File: src/utm_pkg.sv
package utm_pkg;
  // Command codes of the three registers
  localparam logic [7:0] UTM_CMD_WARN = 8'h52;
  localparam logic [7:0] UTM_CMD_FAULT = 8'h53;
  localparam logic [7:0] UTM_CMD_ACTION = 8'h54;
  // Field positions in the action byte
  localparam int UTM_RESP_LSB = 6;
  localparam int UTM_RETRY_LSB = 3;
  localparam int UTM_DELAY_LSB = 0;
  // Reset values (plain defaults)
  localparam logic [15:0] UTM_WARN_RST = 16'h0000;
  localparam logic [15:0] UTM_FAULT_RST = 16'h0000;
  localparam logic [7:0] UTM_ACTION_RST = 8'h00;
  // Response codes
  localparam logic [1:0] UTM_RESP_IGNORE = 2'h0;
  localparam logic [1:0] UTM_RESP_RUN_DELAY = 2'h1;
  localparam logic [1:0] UTM_RESP_DISABLE_RETRY = 2'h2;
  localparam logic [1:0] UTM_RESP_LATCH_OFF = 2'h3;
  // Retry codes
  localparam logic [2:0] UTM_RETRY_NONE = 3'h0;
  localparam logic [2:0] UTM_RETRY_FOREVER = 3'h7;
  typedef enum logic [2:0] {
    UTM_IDLE, UTM_RUN_WAIT, UTM_OFF_WAIT, UTM_RESTART, UTM_LATCHED
  } utm_state_t;
endpackage

File: src/utm_monitor.sv
`timescale 1ns/1ns
module utm_monitor #(
  parameter int UNIT_W = 16
) (
  // Clock and reset
  input wire logic clk,
  input wire logic rst_n,
  input wire logic clk_en,
  // Command port from the PMBus decoder
  input wire logic cmd_wr,
  input wire logic [7:0] cmd_code,
  input wire logic [15:0] cmd_wdata,
  output logic [15:0] cmd_rdata,
  output logic cmd_hit,
  // Fault clearing sources
  input wire logic clear_status,
  input wire logic clear_faults,
  input wire logic output_on_cmd,
  // Delay time unit length in clocks, less one, from the separate unit register
  input wire logic [UNIT_W-1:0] unit_clocks,
  // Temperature from the sensing path, same clock
  input wire logic temp_valid,
  input wire logic [15:0] temp_meas,
  // Results
  output logic warn_flag,
  output logic fault_flag,
  output logic output_enable
);
  import utm_pkg::*;

  logic [15:0] warn_reg;
  logic [15:0] fault_thr_reg;
  logic [7:0] action_reg;
  logic below_warn;
  logic below_fault;
  logic [1:0] resp;
  logic [2:0] retry;
  logic [2:0] delay_n;
  logic [7:0] units_target;
  logic [7:0] unit_cnt_reg;
  logic [UNIT_W-1:0] tick_cnt_reg;
  logic unit_tick;
  logic [2:0] tries_reg;
  logic on_sync1_reg;
  logic on_sync2_reg;
  logic on_d_reg;
  logic output_off;
  logic on_rise;
  logic clear_any;
  logic start_timer;
  logic timer_done;
  utm_state_t state_reg;

  // Warning threshold, written whole
  always_ff @(posedge clk or negedge rst_n)
  begin
    if (!rst_n)
      warn_reg <= UTM_WARN_RST;
    else if (clk_en && cmd_wr && (cmd_code == UTM_CMD_WARN))
      warn_reg <= cmd_wdata;
  end

  // Fault threshold, written whole
  always_ff @(posedge clk or negedge rst_n)
  begin
    if (!rst_n)
      fault_thr_reg <= UTM_FAULT_RST;
    else if (clk_en && cmd_wr && (cmd_code == UTM_CMD_FAULT))
      fault_thr_reg <= cmd_wdata;
  end

  // Action byte; the upper data byte has no home and is dropped.
  // A new action takes effect at once, even in the middle of a response.
  always_ff @(posedge clk or negedge rst_n)
  begin
    if (!rst_n)
      action_reg <= UTM_ACTION_RST;
    else if (clk_en && cmd_wr && (cmd_code == UTM_CMD_ACTION))
      action_reg <= cmd_wdata[7:0];
  end

  // Readback, combinational handshake
  always_comb
  begin
    cmd_hit = 1'b1;
    cmd_rdata = 16'h0000;
    case (cmd_code)
      UTM_CMD_WARN: cmd_rdata = warn_reg;
      UTM_CMD_FAULT: cmd_rdata = fault_thr_reg;
      UTM_CMD_ACTION: cmd_rdata = {8'h00, action_reg};
      default: cmd_hit = 1'b0;
    endcase
  end

  assign resp = action_reg[UTM_RESP_LSB +: 2];
  assign retry = action_reg[UTM_RETRY_LSB +: 3];
  assign delay_n = action_reg[UTM_DELAY_LSB +: 3];
  // Thresholds compared as signed raw codes; the sensing path must deliver
  // the temperature in the same linear exponent as the thresholds.
  assign below_warn = $signed(temp_meas) < $signed(warn_reg);
  assign below_fault = $signed(temp_meas) < $signed(fault_thr_reg);

  always_ff @(posedge clk or negedge rst_n)
  begin
    if (!rst_n)
      warn_flag <= 1'b0;
    else if (clk_en && temp_valid)
      warn_flag <= below_warn;
  end

  // The on command comes from a pin: two flops before any logic reads it.
  // Both reset to on, its idle level, so leaving reset is no false edge.
  always_ff @(posedge clk or negedge rst_n)
  begin
    if (!rst_n)
    begin
      on_sync1_reg <= 1'b1;
      on_sync2_reg <= 1'b1;
    end
    else if (clk_en)
    begin
      on_sync1_reg <= output_on_cmd;
      on_sync2_reg <= on_sync1_reg;
    end
  end

  // Off-then-on detection of the synchronised command
  always_ff @(posedge clk or negedge rst_n)
  begin
    if (!rst_n)
      on_d_reg <= 1'b1;
    else if (clk_en)
      on_d_reg <= on_sync2_reg;
  end
  assign on_rise = on_sync2_reg && !on_d_reg;
  // Loss of bias power reaches us as the asynchronous reset
  assign clear_any = clear_status || clear_faults || on_rise;

  // Delay timer: 2**n units of unit_clocks+1 clocks each.
  // One timer serves both the run delay and the retry spacing,
  // since the sequencer never needs both at once.
  assign units_target = 8'h01 << delay_n;
  assign unit_tick = (tick_cnt_reg >= unit_clocks);
  assign timer_done = unit_tick && (unit_cnt_reg >= units_target - 8'h01);

  // Clocks within the current unit
  always_ff @(posedge clk or negedge rst_n)
  begin
    if (!rst_n)
      tick_cnt_reg <= '0;
    else if (clk_en)
    begin
      if (start_timer || unit_tick)
        tick_cnt_reg <= '0;
      else
        tick_cnt_reg <= tick_cnt_reg + {{(UNIT_W-1){1'b0}}, 1'b1};
    end
  end

  // Whole units elapsed; 8 bits cover the longest delay of 128 units
  always_ff @(posedge clk or negedge rst_n)
  begin
    if (!rst_n)
      unit_cnt_reg <= 8'h00;
    else if (clk_en)
    begin
      if (start_timer || timer_done)
        unit_cnt_reg <= 8'h00;
      else if (unit_tick)
        unit_cnt_reg <= unit_cnt_reg + 8'h01;
    end
  end

  // Timer restarts on every entry into a waiting state
  assign start_timer = (state_reg == UTM_IDLE) || (state_reg == UTM_RESTART);

  // Restart attempts since the fault was taken.
  // Wraps under unlimited retry, where the count is never consulted.
  always_ff @(posedge clk or negedge rst_n)
  begin
    if (!rst_n)
      tries_reg <= 3'h0;
    else if (clk_en)
    begin
      if (state_reg == UTM_IDLE)
        tries_reg <= 3'h0;
      else if ((state_reg == UTM_OFF_WAIT) && !clear_any && timer_done)
        tries_reg <= tries_reg + 3'h1;
    end
  end

  // Fault response sequencer.
  // A restart counts as failed when the next sample is still below the
  // fault threshold; without a fresh sample the output stays on and waits.
  always_ff @(posedge clk or negedge rst_n)
  begin
    if (!rst_n)
      state_reg <= UTM_IDLE;
    else if (clk_en)
    begin
      case (state_reg)
        UTM_IDLE:
        begin
          if (temp_valid && below_fault)
          begin
            case (resp)
              UTM_RESP_IGNORE: state_reg <= UTM_IDLE;
              UTM_RESP_RUN_DELAY: state_reg <= UTM_RUN_WAIT;
              UTM_RESP_DISABLE_RETRY:
                state_reg <= (retry == UTM_RETRY_NONE) ? UTM_LATCHED : UTM_OFF_WAIT;
              default: state_reg <= UTM_LATCHED;
            endcase
          end
        end
        // Output stays on while the run delay counts down
        UTM_RUN_WAIT:
        begin
          if (clear_any || (temp_valid && !below_fault))
            state_reg <= UTM_IDLE;
          else if (timer_done)
            state_reg <= (retry == UTM_RETRY_NONE) ? UTM_LATCHED : UTM_OFF_WAIT;
        end
        // Output off while the spacing to the next attempt runs
        UTM_OFF_WAIT:
        begin
          if (clear_any)
            state_reg <= UTM_IDLE;
          else if (timer_done)
            state_reg <= UTM_RESTART;
        end
        UTM_RESTART:
        begin
          // One sample decides whether the restart held
          if (clear_any || (temp_valid && !below_fault))
            state_reg <= UTM_IDLE;
          else if (temp_valid)
          begin
            if (retry == UTM_RETRY_FOREVER || tries_reg < retry)
              state_reg <= UTM_OFF_WAIT;
            else
              state_reg <= UTM_LATCHED;
          end
        end
        UTM_LATCHED:
        begin
          if (clear_any)
            state_reg <= UTM_IDLE;
        end
        default: state_reg <= UTM_IDLE;
      endcase
    end
  end

  assign output_off = (state_reg == UTM_OFF_WAIT) || (state_reg == UTM_LATCHED);

  // Sticky fault flag
  always_ff @(posedge clk or negedge rst_n)
  begin
    if (!rst_n)
      fault_flag <= 1'b0;
    else if (clk_en)
    begin
      // Set wins over a clear arriving in the same cycle
      if (temp_valid && below_fault)
        fault_flag <= 1'b1;
      else if (clear_any)
        fault_flag <= 1'b0;
    end
  end

  // Registered so the power stage never sees a decode glitch.
  // Costs one cycle of reaction time, no more than the shortest delay unit of one clock.
  always_ff @(posedge clk or negedge rst_n)
  begin
    if (!rst_n)
      output_enable <= 1'b1;
    else if (clk_en)
      output_enable <= !output_off;
  end
endmodule

File: config.mk
export PLATFORM = sky130hd
export DESIGN_NAME = utm_monitor
export DESIGN_NICKNAME = d
export VERILOG_FILES = /design/src/utm_pkg.sv /design/src/utm_monitor.sv
export SDC_FILE = /design/constraint.sdc
export NUM_CORES = 1
export LEC_CHECK = 0
export ABC_AREA = 1
export CAP_MARGIN = 25
export CORE_MARGIN = 3
export CORE_UTILIZATION = 50
export DETAILED_ROUTE_END_ITERATION = 12
export DONT_BUFFER_PORTS = 1
export HOLD_SLACK_MARGIN = 0.08
export PLACE_DENSITY_LB_ADDON = 0.12
export SKIP_CTS_REPAIR_TIMING = 1
export SLEW_MARGIN = 30
export SYNTH_ARGS = -nofsm -noshare
export SYNTH_HDL_FRONTEND = slang
export SYNTH_SLANG_ARGS = --single-unit
File: constraint.sdc
create_clock -name clk -period 1.9 [get_ports clk]
set_input_delay 0 -clock clk [delete_from_list [all_inputs] [get_ports clk]]
set_output_delay 0 -clock clk [all_outputs]
set_load 0.05 [all_outputs]
# Word level (Yosys, flattened, before mapping)
# Index checks and enable logic that the tools add are counted.
[totals]
output_inout_bits = 20
register_bits = 76
wordCells = 93
inputBits = 64
[classes]
addsub = 4
n_mux = 21
eq_ne = 15
n_reduce_logical = 34
shift = 1
order_cmp = 5
[op_table]
columns = ["cell", "n"]
rows = [
  ["16-bit one-hot mux with 3 select lines", 1],
  ["3-bit 2-to-1 mux", 12],
  ["16-bit less-than comparator", 2],
  ["8-bit by 7-bit == test with 1-bit output, second input constant", 3],
  ["16-bit by 1-bit adder with 16-bit output, second input constant", 1],
  ["16-bit greater-or-equal comparator", 1],
  ["16-bit 2-to-1 mux", 1],
  ["8-bit 2-to-1 mux", 2],
  ["3-bit one-hot mux with 5 select lines", 1],
  ["1-bit logical AND", 11],
  ["3-bit one-hot mux with 3 select lines", 1],
  ["8-bit by 1-bit adder with 8-bit output, second input constant", 1],
  ["8-bit greater-or-equal comparator", 1],
  ["1-bit logical OR", 8],
  ["1-bit by 3-bit left shift with 8-bit output, first input constant", 1],
  ["8-bit by 1-bit subtractor with 8-bit output, second input constant", 1],
  ["3-bit by 2-bit == test with 1-bit output, second input constant", 2],
  ["3-bit == test, second input constant", 2],
  ["3-bit zero test", 2],
  ["3-bit inequality test, second input constant", 2],
  ["2-bit AND reduction", 3],
  ["6-bit AND reduction", 1],
  ["2-bit nonzero test", 3],
  ["1-bit zero test", 4],
  ["other kinds (11)", 13],
]

# Logic depth before layout (Yosys ltp)
# Gate-level depths: netlist (run 1).
[depth]
depth_word = 8
ltp_mapped = 19
ltp_nobuf = 19

# Worst setup path before layout (run 1)
# No wires, ideal clock.
[synth_path]
path_kind = "register to register"
start = "reg tick_cnt_reg[9]"
end = "reg state_reg[1]"
synth_period_minus_slack_ns = 1.819
stages_incl_launch_ff = 14
required_ns = 1.784
setup_time_ns = 0.116
slack_ns = 0.081
arrival_ns = 1.702
n_path_buf = 0
cell_sequence = "dfrtp_1 ha_1 nand2_1 nand2_1 nand3_1 nand2_1 a21oi_1 nand3_2 a21boi_0 nand3_1 nand3_1 nor2_2 nand2_1 nand2_1"
[synth_between]
elab_chain_cells = 4
word_cells_on_any_way = 5
classes_between = "order compare (1); eq/ne (2); reduce/logical (2)"
[synth_lines]
columns = ["item", "line", "text"]
rows = [
  ["start, declared", "utm_monitor.sv:41", "logic [UNIT_W-1:0] tick_cnt_reg;"],
  ["start signal, assigned", "utm_monitor.sv:156", "tick_cnt_reg <= tick_cnt_reg + {{(UNIT_W-1){1'b0}}, 1'b1};"],
  ["16-bit greater-or-equal comparator (*)", "utm_monitor.sv:143", "assign unit_tick = (tick_cnt_reg >= unit_clocks);"],
  ["1-bit logical AND (*)", "utm_monitor.sv:144", "assign timer_done = unit_tick && (unit_cnt_reg >= units_target - 8'h01);"],
  ["3-bit inequality test (no line)", "n/a", ""],
  ["6-bit AND reduction (no line) (*)", "n/a", ""],
  ["end signal, assigned", "utm_monitor.sv:210", "state_reg <= (retry == UTM_RETRY_NONE) ? UTM_LATCHED : UTM_OFF_WAIT;"],
  ["end signal, assigned", "utm_monitor.sv:221", "state_reg <= (retry == UTM_RETRY_NONE) ? UTM_LATCHED : UTM_OFF_WAIT;"],
  ["end, declared", "utm_monitor.sv:52", "utm_state_t state_reg;"],
]
# Every way passes the cells marked *; elsewhere a longest branch is shown, timed or not.
# A chain may end at the register's enable or synchronous reset.

# Final worst setup path (run 1)
[layout_path]
start = "reg tick_cnt_reg[10]"
end = "reg unit_cnt_reg[2]"
[layout_between]
elab_chain_cells = 5
word_cells_on_any_way = 6
classes_between = "order compare (1); mux (1); reduce/logical (4)"
[layout_lines]
columns = ["item", "line", "text"]
rows = [
  ["16-bit greater-or-equal comparator (*)", "utm_monitor.sv:143", ""],
  ["1-bit logical AND", "utm_monitor.sv:144", ""],
  ["1-bit logical OR", "utm_monitor.sv:167", "if (start_timer || timer_done)"],
  ["2-bit nonzero test (no line)", "n/a", ""],
  ["2-bit AND reduction (no line)", "n/a", ""],
  ["end signal, assigned", "utm_monitor.sv:170", "unit_cnt_reg <= unit_cnt_reg + 8'h01;"],
  ["end, declared", "utm_monitor.sv:40", "logic [7:0] unit_cnt_reg;"],
]
# Marked as above.

==> qor.yml, run 1 <==
cts:
  clock_path_buffers: 2
  clk_pin_slew_worst_paths_ns: 0.09
  clock_latency_ns: 0.36
  cts_sinks: 76
  cts_buffers: 9
  cts_tree: "built"
  htree_levels: 3
  root_buffer: "clkbuf_8"
critical_path:
  cpMaxStageDelayCell: "dfrtp_1"
  worstPathArrival_ns: 2.32
  path_max_fanout: 9
  worstPathRequired_ns: 2.17
  crit_buf_inv: 2
  end_kind: "register"
  path_delay_family: "simple AND/OR/NAND/NOR gates"
  crit_chain: "ha_4 > nand4_1 > nor3_4 > nand3_2 > nand4_2 > nand2_4 > buf_12 > inv_6 > nand2_1 > a211oi_2"
  max_stage_delay_ns: 0.45
  worst_setup_path_start_kind: "register"
  crit_type: "register to register"
routing:
  vias: 4642
  avgViaCountPerCell: 5.14
  drtPass1Iterations: 4
  drtAntennaViolNets: 0
  drt_iter0_markers: 236
  wl_per_cell_um: 14.5
  wirelength_mm: 13.1
  drc: 0
global_routing:
  use_met1_pct: 27.4
  grt_overflow: 0
  grt_pass1_wl_mm: 20.5
  first_global_vias: 4523
  grt_max_degree: 77
  use_met2_pct: 37.2
  grt_usage_pct: 21.9
  met3_usage_pct: 4.54
  grt-busiest-layer: "met2"
  grt_antenna_before_repair: 0
sta:
  drv_slew: 0
  finalCriticalPeriod_ns: 2.05
  skew_ns: 0.00888
  setup_viol: 21
  slew_headroom_pct: 63.7
  rsz0062_at_grt: "yes"
  worst_slack_ns: -0.152
  hold_viol: 10
  tightestPinTransition_ns: 0.543
  hold_ws_ns: -0.287
  max_freq_mhz: 487
  fin_crit_sh_pct: 108
run:
  cap_viol_max_count: 0
layout:
  final_util_pct: 67.7
  seq_area_um2: 1910
  multi_input_area_um2: 3150
  drive_gt1_share_pct: 23.6
  n_antenna_cell: 0
  area_growth_pct: 28.8
  nets: 888
  fillers: 861
  fin_area_um2: 6770
logic_synthesis:
  synthTopCellsByArea: "dfrtp_1 34%, ha_1 14%, nand2_1 11%, inv_1 8.1%, o21ai_0 5.8%"
  synth_area_per_cell_um2: 7.83
  syn-instance-count: 671
  synth_top_area_cell: "dfrtp_1"
  synth_fp_nets: 794
  yosysWarnings: 0
  ys_ff_latch: 76
  ys_seq_area_share_pct: 36.3
  yosysTopAreaCellShare_pct: 34.3
  synth_cell_types: 47
  synth_edf_count: 0
  syn_area_um2: 5260
  synthFlopType: "dfrtp_1"
  async_flop_share_pct: 100
floorplan:
  die_height_um: 109
  dieWidth_um: 109
  start_util_pct: 52.6
  io_pins: 84
  rows: 36
  fp.dieArea_um2: 11800
  coreArea_um2: 10000
place:
  place_congestion: 0.876
  placed_cell_area_um2: 5710
  hpwl_mm: 9.26
  io_buffers: 0
pwr:
  vdd_drop_max_uv: 433
  cellLeakagePower_uw: 0.00318
  powerDensity_nw_per_um2: 570
status:
  status: "finished with violations"
  violations: "negative hold slack, negative setup slack"
min_path:
  hp-class: "primary input to register"
-- layer usage --
layer | share of wire, % | routed length, um | vias up
li1 | - | - | 2369
met1 | 44 | 5820 | 2179
met2 | 50 | 6590 | 82
met3 | 4.2 | 551 | 12
met4 | 1.3 | 167 | 0
met5 | 0 | 0 | -
-- cell usage after synthesis, types with 2 or more instances --
cell type and n:
a21oi_1 30, buf_2 4, nand3_2 4, nand2_2 6, o21ai_0 61, a21o_1 2
ha_1 59, dfrtp_1 72, o21ai_1 3, clkbuf_1 6, nor3b_2 2, inv_1 113
nor2_2 3, o22ai_1 8, o31ai_1 2, nor2_4 6, nor3_1 10, inv_2 9
dfstp_2 4, buf_6 3, nand3_1 26, xor2_1 9, nand2_1 153, nand4_1 9
o221ai_1 8, nor3_2 6, xnor2_1 2, nor2_1 32
-- through the flow --
stage | hold WS [ns] | setup TNS (ns) | cells | worst slack (ns) | power [uW]
CTS | -0.687 | -1.38 | 856 | -0.161 | 3700
finish | -0.287 | -1.70 | 903 | -0.152 | 3860
floorplan | -0.296 | 0 | 671 | 0.0814 | 2070
global placement | -0.293 | -0.0815 | 840 | -0.0355 | 2150
global route | -0.311 | -4.25 | 903 | -0.230 | 4040
detailed placement | -0.294 | -0.859 | 840 | -0.117 | 2170
-- placed cells by master, fill, tap and decap left out, drive strengths merged --
master       netlist  layout
a32oi              1       1
o21a               1       1
xor2               9       9
nand3             31      31
nand2            160     160
a211oi             1       1
nor2              41      41
a21oi             31      31
o221ai             8       8
buf                7      68
dlygate4sd3        0      28
inv              122     122
nor3b              2       2
nor4               2       2
and3               1       1
dfstp              4       4
o22ai              8       8
a31oi              1       1
nand4             10      10
ha                59      59
and2               1       1
nand3b             1       1
o21ai             65      65
o31ai              2       2
bufinv             0       3
conb               1       1
nor3              17      17
xnor2              2       2
a21o               2       2
or2                1       1
clkbuf             6      11
clkinv             1       3
dfrtp             72      72
a21boi             1       1
-- area by class of cell --
cell class                      count  area share [%]
Clock buffer                       11            2.09
Clock inverter                      5            1.48
Inverter                          123            6.90
Multi-Input combinational cell    459            46.6
Sequential cell                    76            28.2
Tap cell                          133            2.46
Timing Repair Buffer               96            12.3
-- where the power goes --
part	internal, uW	switching (uW)
combinational	259	340
clock	905	627
sequential	1670	55.1
total	2840	1020
-- path summary, 6_finish.rpt --
check,cells after the start,to,slack (ns),from
max,10,unit_cnt_reg[2],-0.15,tick_cnt_reg[10]
min,1,tries_reg[2],-0.29,clk_en
max reg2reg,10,unit_cnt_reg[2],-0.15,tick_cnt_reg[10]
min reg2reg,2,fault_thr_reg[3],0.49,fault_thr_reg[3]
max in group asynchronous,2,on_d_reg,1.36,rst_n
min in group asynchronous,2,action_reg[3],0.18,rst_n
-- cells by family (layout without fill, tap and decap cells) --
| family | Yosys count | count (layout) | synth area share (%) |
|---|---|---|---|
| fa+ha+maj | 59 | 59 | 14.0 |
| compound gates | 121 | 121 | 13.0 |
| xor+xnor | 11 | 11 | 1.83 |
| flops | 76 | 76 | 36.3 |
| other cells | 1 | 1 | 0.0714 |
| simple gates | 267 | 267 | 24.6 |
| buf+inv | 136 | 235 | 10.2 |
No activity file was read; power rests on OpenSTA's default activity.
==> inputs of run 2 (changes only) <==
Settings changed: REMOVE_ABC_BUFFERS set to 1.
==> qor.yml, run 2 (synthesis results as in run 1) <==
cts:
  clk_pin_slew_worst_paths_ns: 0.08  # about the same
  root_buffer: "clkbuf_8"
  clock_latency_ns: 0.35  # about the same
  cts_buffers: 9  # unchanged
  cts_sinks: 76  # unchanged
  clock_path_buffers: 2  # unchanged
  cts_tree: "built"
  htree_levels: 3  # unchanged
global_routing:
  grt_pass1_wl_mm: 20.4  # -0.51%
  grt_usage_pct: 21.6  # -0.28 points
  grt_max_degree: 77  # unchanged
  grt_overflow: 0  # unchanged
  grt_antenna_before_repair: 0  # unchanged
  first_global_vias: 4554  # +0.69%
floorplan:
  die_height_um: 109  # unchanged
  coreArea_um2: 10000  # unchanged
  fp.dieArea_um2: 11800  # unchanged
  io_pins: 84  # unchanged
  rows: 36  # unchanged
  start_util_pct: 52.6  # unchanged
  dieWidth_um: 109  # unchanged
critical_path:
  reg2reg_slack_ns: -0.14  # +0.02 ns
  worstPathRequired_ns: 2.15  # -0.02 ns
  worst_setup_path_start_kind: "register"
  worstPathArrival_ns: 2.28  # -0.04 ns
  crit_type: "register to register"
  path_max_fanout: 3  # -6
  end_kind: "register"
layout:
  nets: 880  # -0.90%
  final_util_pct: 65.0  # -2.7 points
  area_growth_pct: 23.6
  layout_commonest_cell: "nand2_1"
  drive_gt1_share_pct: 19.7  # -4.0 points
  n_antenna_cell: 0  # unchanged
  final_cell_mix: "147 x nand2_1, 111 x inv_1, 70 x dfrtp_1, 55 x o21ai_0, 55 x buf_4"
  fin_cells: 895  # -0.89%
  fillers: 871  # +1.2%
min_path:
  hp-class: "primary input to register"
sta:
  slew_headroom_pct: 62.1  # -1.6 points
  setup_tns_ns: -1.43  # +0.263 ns
  finalCriticalPeriod_ns: 2.04  # -0.0165 ns
  rsz0062_at_grt: "yes"
  setup_viol: 20  # -4.8%
  max_freq_mhz: 491  # +0.81%
  drv_slew: 0  # unchanged
  worst_slack_ns: -0.135  # +0.0165 ns
  hold_ws_ns: -0.278  # +0.00958 ns
  hold_viol: 13  # +3
  tightestPinTransition_ns: 0.566  # +0.0237 ns
  skew_ns: 0.00467  # -0.00421 ns
  fin_crit_sh_pct: 107  # -0.87 points
place:
  placedCellCount: 842  # +0.24%
  hpwl_mm: 8.99  # -3.0%
  io_buffers: 0  # unchanged
  place_congestion: 0.860  # -1.8%
routing:
  drtPass1Iterations: 5  # +1
  vias: 4552  # -1.9%
  wirelength_mm: 12.5  # -4.9%
  drt_iter0_markers: 219  # -7.2%
  drc: 0  # unchanged
  avgViaCountPerCell: 5.09  # -1.1%
  drtAntennaViolNets: 0  # unchanged
  wl_per_cell_um: 14.0  # -4.1%
pwr:
  powerDensity_nw_per_um2: 548  # -3.9%
  finalPower_uw: 3560  # -7.7%
  vdd_drop_max_uv: 448  # +3.5%
  cellLeakagePower_uw: 0.00311  # -2.2%
run:
  cap_viol_max_count: 0  # unchanged
status:
  violations: "negative hold slack, negative setup slack"
  status: "finished with violations"
## run 2: cell count changes in the layout (fill, tap and decap cells not counted), moves of 3 or more
| cell | previous run | this run |
|---|---|---|
| bufinv_16 | 3 | 0 |
| inv_2 | 13 | 10 |
| clkbuf_8 | 10 | 15 |
| nor2_1 | 27 | 30 |
| ha_4 | 11 | 6 |
| ha_1 | 48 | 53 |
| nand2_1 | 143 | 147 |
| nand3_4 | 5 | 2 |
| buf_4 | 64 | 55 |
| dlygate4sd3_1 | 28 | 32 |
| inv_1 | 108 | 111 |
## run 2: critical path, cell delays in order, from the launching register on
cell	delay, ns
dfrtp_1	0.42
ha_4	0.30
nand4_1	0.14
nor3_4	0.27
nand3_2	0.13
nand3_2	0.11
nand2_2	0.09
nand3_2	0.07
nand2_2	0.05
inv_2	0.06
nand4_1	0.14
nand2_1	0.09
nand2_1	0.06
## run 2: layout make-up
| type | instances | area, um^2 | share of cell area (%) |
|---|---|---|---|
| multi-input cells | 459 | 2990 | 46.0 |
| flip-flops and latches | 76 | 1910 | 29.4 |
| clock buffers | 16 | 210 | 3.24 |
| repair buffers | 88 | 761 | 11.7 |
| well taps | 133 | 166 | 2.56 |
| inverters | 123 | 464 | 7.14 |
## run 2: final timing paths
| kind | from | cells after the start | endpoint |
|---|---|---|---|
| hold reg to reg | warn_reg[10] | 2 | warn_reg[10] |
| setup reg to reg | tick_cnt_reg[11] | 12 | state_reg[1] |
| setup / recovery | tick_cnt_reg[11] | 12 | state_reg[1] |
| min in group asynchronous | rst_n | 2 | warn_reg[0] |
| max in group asynchronous | rst_n | 2 | on_sync1_reg |
| hold / removal | clk_en | 1 | tries_reg[2] |
## run 2: per-layer routing
layer | track usage (%) | vias up | share of wire (%)
li1 | - | 2356 | -
met4 | 6.94 | 0 | 1.4
met5 | 0 | - | 0
met2 | 36.9 | 89 | 50
met3 | 5.13 | 11 | 4.8
met1 | 26.9 | 2096 | 44
## run 2: report_power, final
group          total [uW]  leakage, uW  switching [uW]  internal, uW
registers            1730      0.00104            54.8          1670
logic                 547      0.00196             317           230
clock network        1290     0.000109             594           692
total                3560      0.00311             966          2600
## run 2: through the flow
stage	hold WS, ns	setup slack [ns]	cell area [um^2]
finish	-0.278	-0.135	6500
detailed placement	-0.293	-0.126	5730
floorplan	-0.296	0.0290	5180
global route	-0.292	-0.267	6500
global placement	-0.293	-0.0550	5730
CTS	-0.679	-0.151	5940
==> inputs of run 3 (changes only) <==
Settings changed: ABC_AREA 1 to unset.
==> qor.yml, run 3 <==
sta:
  rsz0062_at_grt: "yes"
  finalCriticalPeriod_ns: 2.45  # +0.410 ns
  hold_viol: 0  # -13
  setup_viol: 31  # +55%
  tightestPinTransition_ns: 1.06  # +0.493 ns
  hold_ws_ns: 0.0420  # +0.320 ns
  worst_slack_ns: -0.545  # -0.410 ns
  drv_slew: 0  # unchanged
  max_freq_mhz: 409  # -17%
  slew_headroom_pct: 29.1  # -33 points
  skew_ns: 0.0131  # +0.00842 ns
  fin_crit_sh_pct: 129  # +22 points
logic_synthesis:
  synth_cell_types: 69  # +47%
  synthTopCellsByArea: "dfrtp_1 35%, ha_1 14%, inv_1 5.2%, nand2_1 4.8%, o21ai_1 3.4%"
  ys_ff_latch: 76  # unchanged
  yosysWarnings: 0  # unchanged
  synth_edf_count: 0  # unchanged
  synth_area_per_cell_um2: 8.95  # +14%
  async_flop_share_pct: 100  # unchanged
  synth_top_area_cell: "dfrtp_1"
  yosysMostFrequentCell: "dfrtp_1"
  ys_seq_area_share_pct: 37.3  # +0.98 points
  syn-instance-count: 572  # -15%
  synthFlopType: "dfrtp_1"
  syn_area_um2: 5120  # -2.6%
  yosysTopAreaCellShare_pct: 35.2  # +0.92 points
  netlist_top_cells_count: "72 x dfrtp_1, 71 x inv_1, 66 x nand2_1"
layout:
  layout_commonest_cell: "buf_4"
  area_growth_pct: 36.1
  n_antenna_cell: 0  # unchanged
  fin_area_um2: 6960  # +7.2%
  final_cell_mix: "82 x buf_4, 72 x dfrtp_1, 60 x inv_1, 59 x nand2_1, 40 x ha_1"
  final_util_pct: 70.6  # +5.6 points
  drive_gt1_share_pct: 30.5  # +11 points
  nets: 800  # -9.1%
place:
  placed_cell_area_um2: 5760  # +0.63%
  io_buffers: 0  # unchanged
  place_congestion: 0.879  # +2.2%
  hpwl_mm: 9.37  # +4.2%
floorplan:
  coreArea_um2: 9860  # -1.4%
  dieWidth_um: 107  # -1.2%
  start_util_pct: 51.9  # -0.68 points
  die_height_um: 107  # -1.2%
  io_pins: 84  # unchanged
  rows: 36  # unchanged
  fp.dieArea_um2: 11500  # -2.5%
cts:
  cts_buffers: 9  # unchanged
  clock_latency_ns: 0.35  # about the same
  root_buffer: "clkbuf_8"
  cts_tree: "built"
  htree_levels: 3  # unchanged
  clk_pin_slew_worst_paths_ns: 0.09  # about the same
  cts_sinks: 76  # unchanged
  clock_path_buffers: 2  # unchanged
global_routing:
  grt_antenna_before_repair: 0  # unchanged
  grt_pass1_wl_mm: 20.9  # +2.6%
  grt_overflow: 0  # unchanged
  first_global_vias: 4509  # -0.99%
  grt_max_degree: 77  # unchanged
  grt_usage_pct: 22.5  # +0.87 points
status:
  violations: "negative setup slack"
  status: "finished with violations"
critical_path:
  max_stage_delay_ns: 0.38  # -0.04 ns
  path_delay_family: "compound AO/OA/AOI/OAI gates"
  worst_setup_path_start_kind: "register"
  worstPathArrival_ns: 2.70  # +0.42 ns
  end_kind: "register"
  path_max_fanout: 4  # +1
  cp_common_cell: "o31ai_2"
  crit_buf_inv: 1  # unchanged
  crit_chain: "or3_1 > ha_1 > nand2b_4 > a21o_1 > a211oi_2 > o31ai_2 > buf_4 > a21oi_4 > nand2_2 > o31ai_2"
  worstPathRequired_ns: 2.15  # about the same
  cpMaxStageDelayCell: "dfrtp_1"
  crit_type: "register to register"
routing:
  wl_per_cell_um: 17.0  # +22%
  wirelength_mm: 13.9  # +11%
  vias: 4618  # +1.4%
  avgViaCountPerCell: 5.67  # +11%
  drc: 0  # unchanged
  drt_iter0_markers: 253  # +16%
  drtPass1Iterations: 5  # unchanged
  drtAntennaViolNets: 0  # unchanged
pwr:
  clkPwrFrac_pct: 23.7  # -12 points
  cellLeakagePower_uw: 0.00336  # +7.9%
  powerDensity_nw_per_um2: 839  # +53%
  combPwrFrac_pct: 41.3  # +26 points
  switchingPower_uw: 2080  # +120%
  p_sw_share_pct: 35.6  # +8.5 points
  p_seq_share_pct: 35.0  # -14 points
  vdd_drop_max_uv: 443  # -1.1%
  internal-power_uw: 3760  # +45%
run:
  cap_viol_max_count: 0  # unchanged
min_path:
  hp-class: "primary input to register"
[run 3: changes by cell type in the layout (fill, tap and decap cells not counted), moves of 13 or more]
cell	before	now
nand2_1	147	59
inv_1	111	60
o21ai_0	55	23
buf_4	55	82
o21ai_1	9	30
a21oi_1	27	12
ha_1	53	40
ha_4	6	19
[run 3: final cells by class]
class	count	area (um^2)
fill	761	2900
tap	133	166
timing repair buffer	115	986
clock buffer	10	128
multi-input combinational	402	3410
sequential	76	1910
inverter	73	274
clock inverter	6	88.8
[run 3: worst min-delay path, delay by kind of cell]
kind                      cells  cell delay (ns)
xor gates and xnor gates      1             0.08
and+or+nand+nor               3             0.28
[run 3: cells by family after synthesis]
kind of cell | synth area share, %
AOI/OAI and AO/OA | 21.3
xor gates and xnor gates | 2.05
adders and majority gates | 14.4
buffers and inverters | 7.26
DFF | 37.3
muxes | 1.96
other | 0.0733
and+or+nand+nor | 15.6
[run 3: worst paths after layout]
kind                            slack, ns         endpoint  depth (start not counted)          start
min in group asynchronous            0.19  tick_cnt_reg[9]                          2          rst_n
worst max-delay path                -0.55  unit_cnt_reg[4]                         10  action_reg[2]
worst min-delay path                 0.04  tick_cnt_reg[5]                          4         clk_en
worst min register to register       0.51     on_sync2_reg                          2   on_sync1_reg
worst max register to register      -0.55  unit_cnt_reg[4]                         10  action_reg[2]
max in group asynchronous            1.34    output_enable                          2          rst_n
[run 3: layer usage]
metal / routed length [um] / vias up / GRT usage (%)
met5: 0 / - / 0
met4: 336 / 0 / 6.30
met3: 638 / 25 / 5.18
met2: 7240 / 109 / 39.7
met1: 5640 / 2237 / 27.3
li1: - / 2247 / -
[run 3: power by group through the flow]
stage,clock (uW),sequential (uW),combinational [uW]
floorplan,0,2090,1000
global placement,0,2060,1680
detailed placement,0,2070,1740
CTS,1390,2040,1750
global route,1460,2070,2650
finish,1380,2040,2410
[run 3: through the flow]
stage	setup WS (ns)	instances	setup TNS, ns	power, uW
floorplan	-0.712	551	-9.15	3090
global placement	-0.610	761	-11.77	3740
detailed placement	-0.662	761	-12.87	3810
CTS	-0.685	777	-13.56	5180
global route	-0.695	815	-12.32	6180
finish	-0.545	815	-9.11	5840
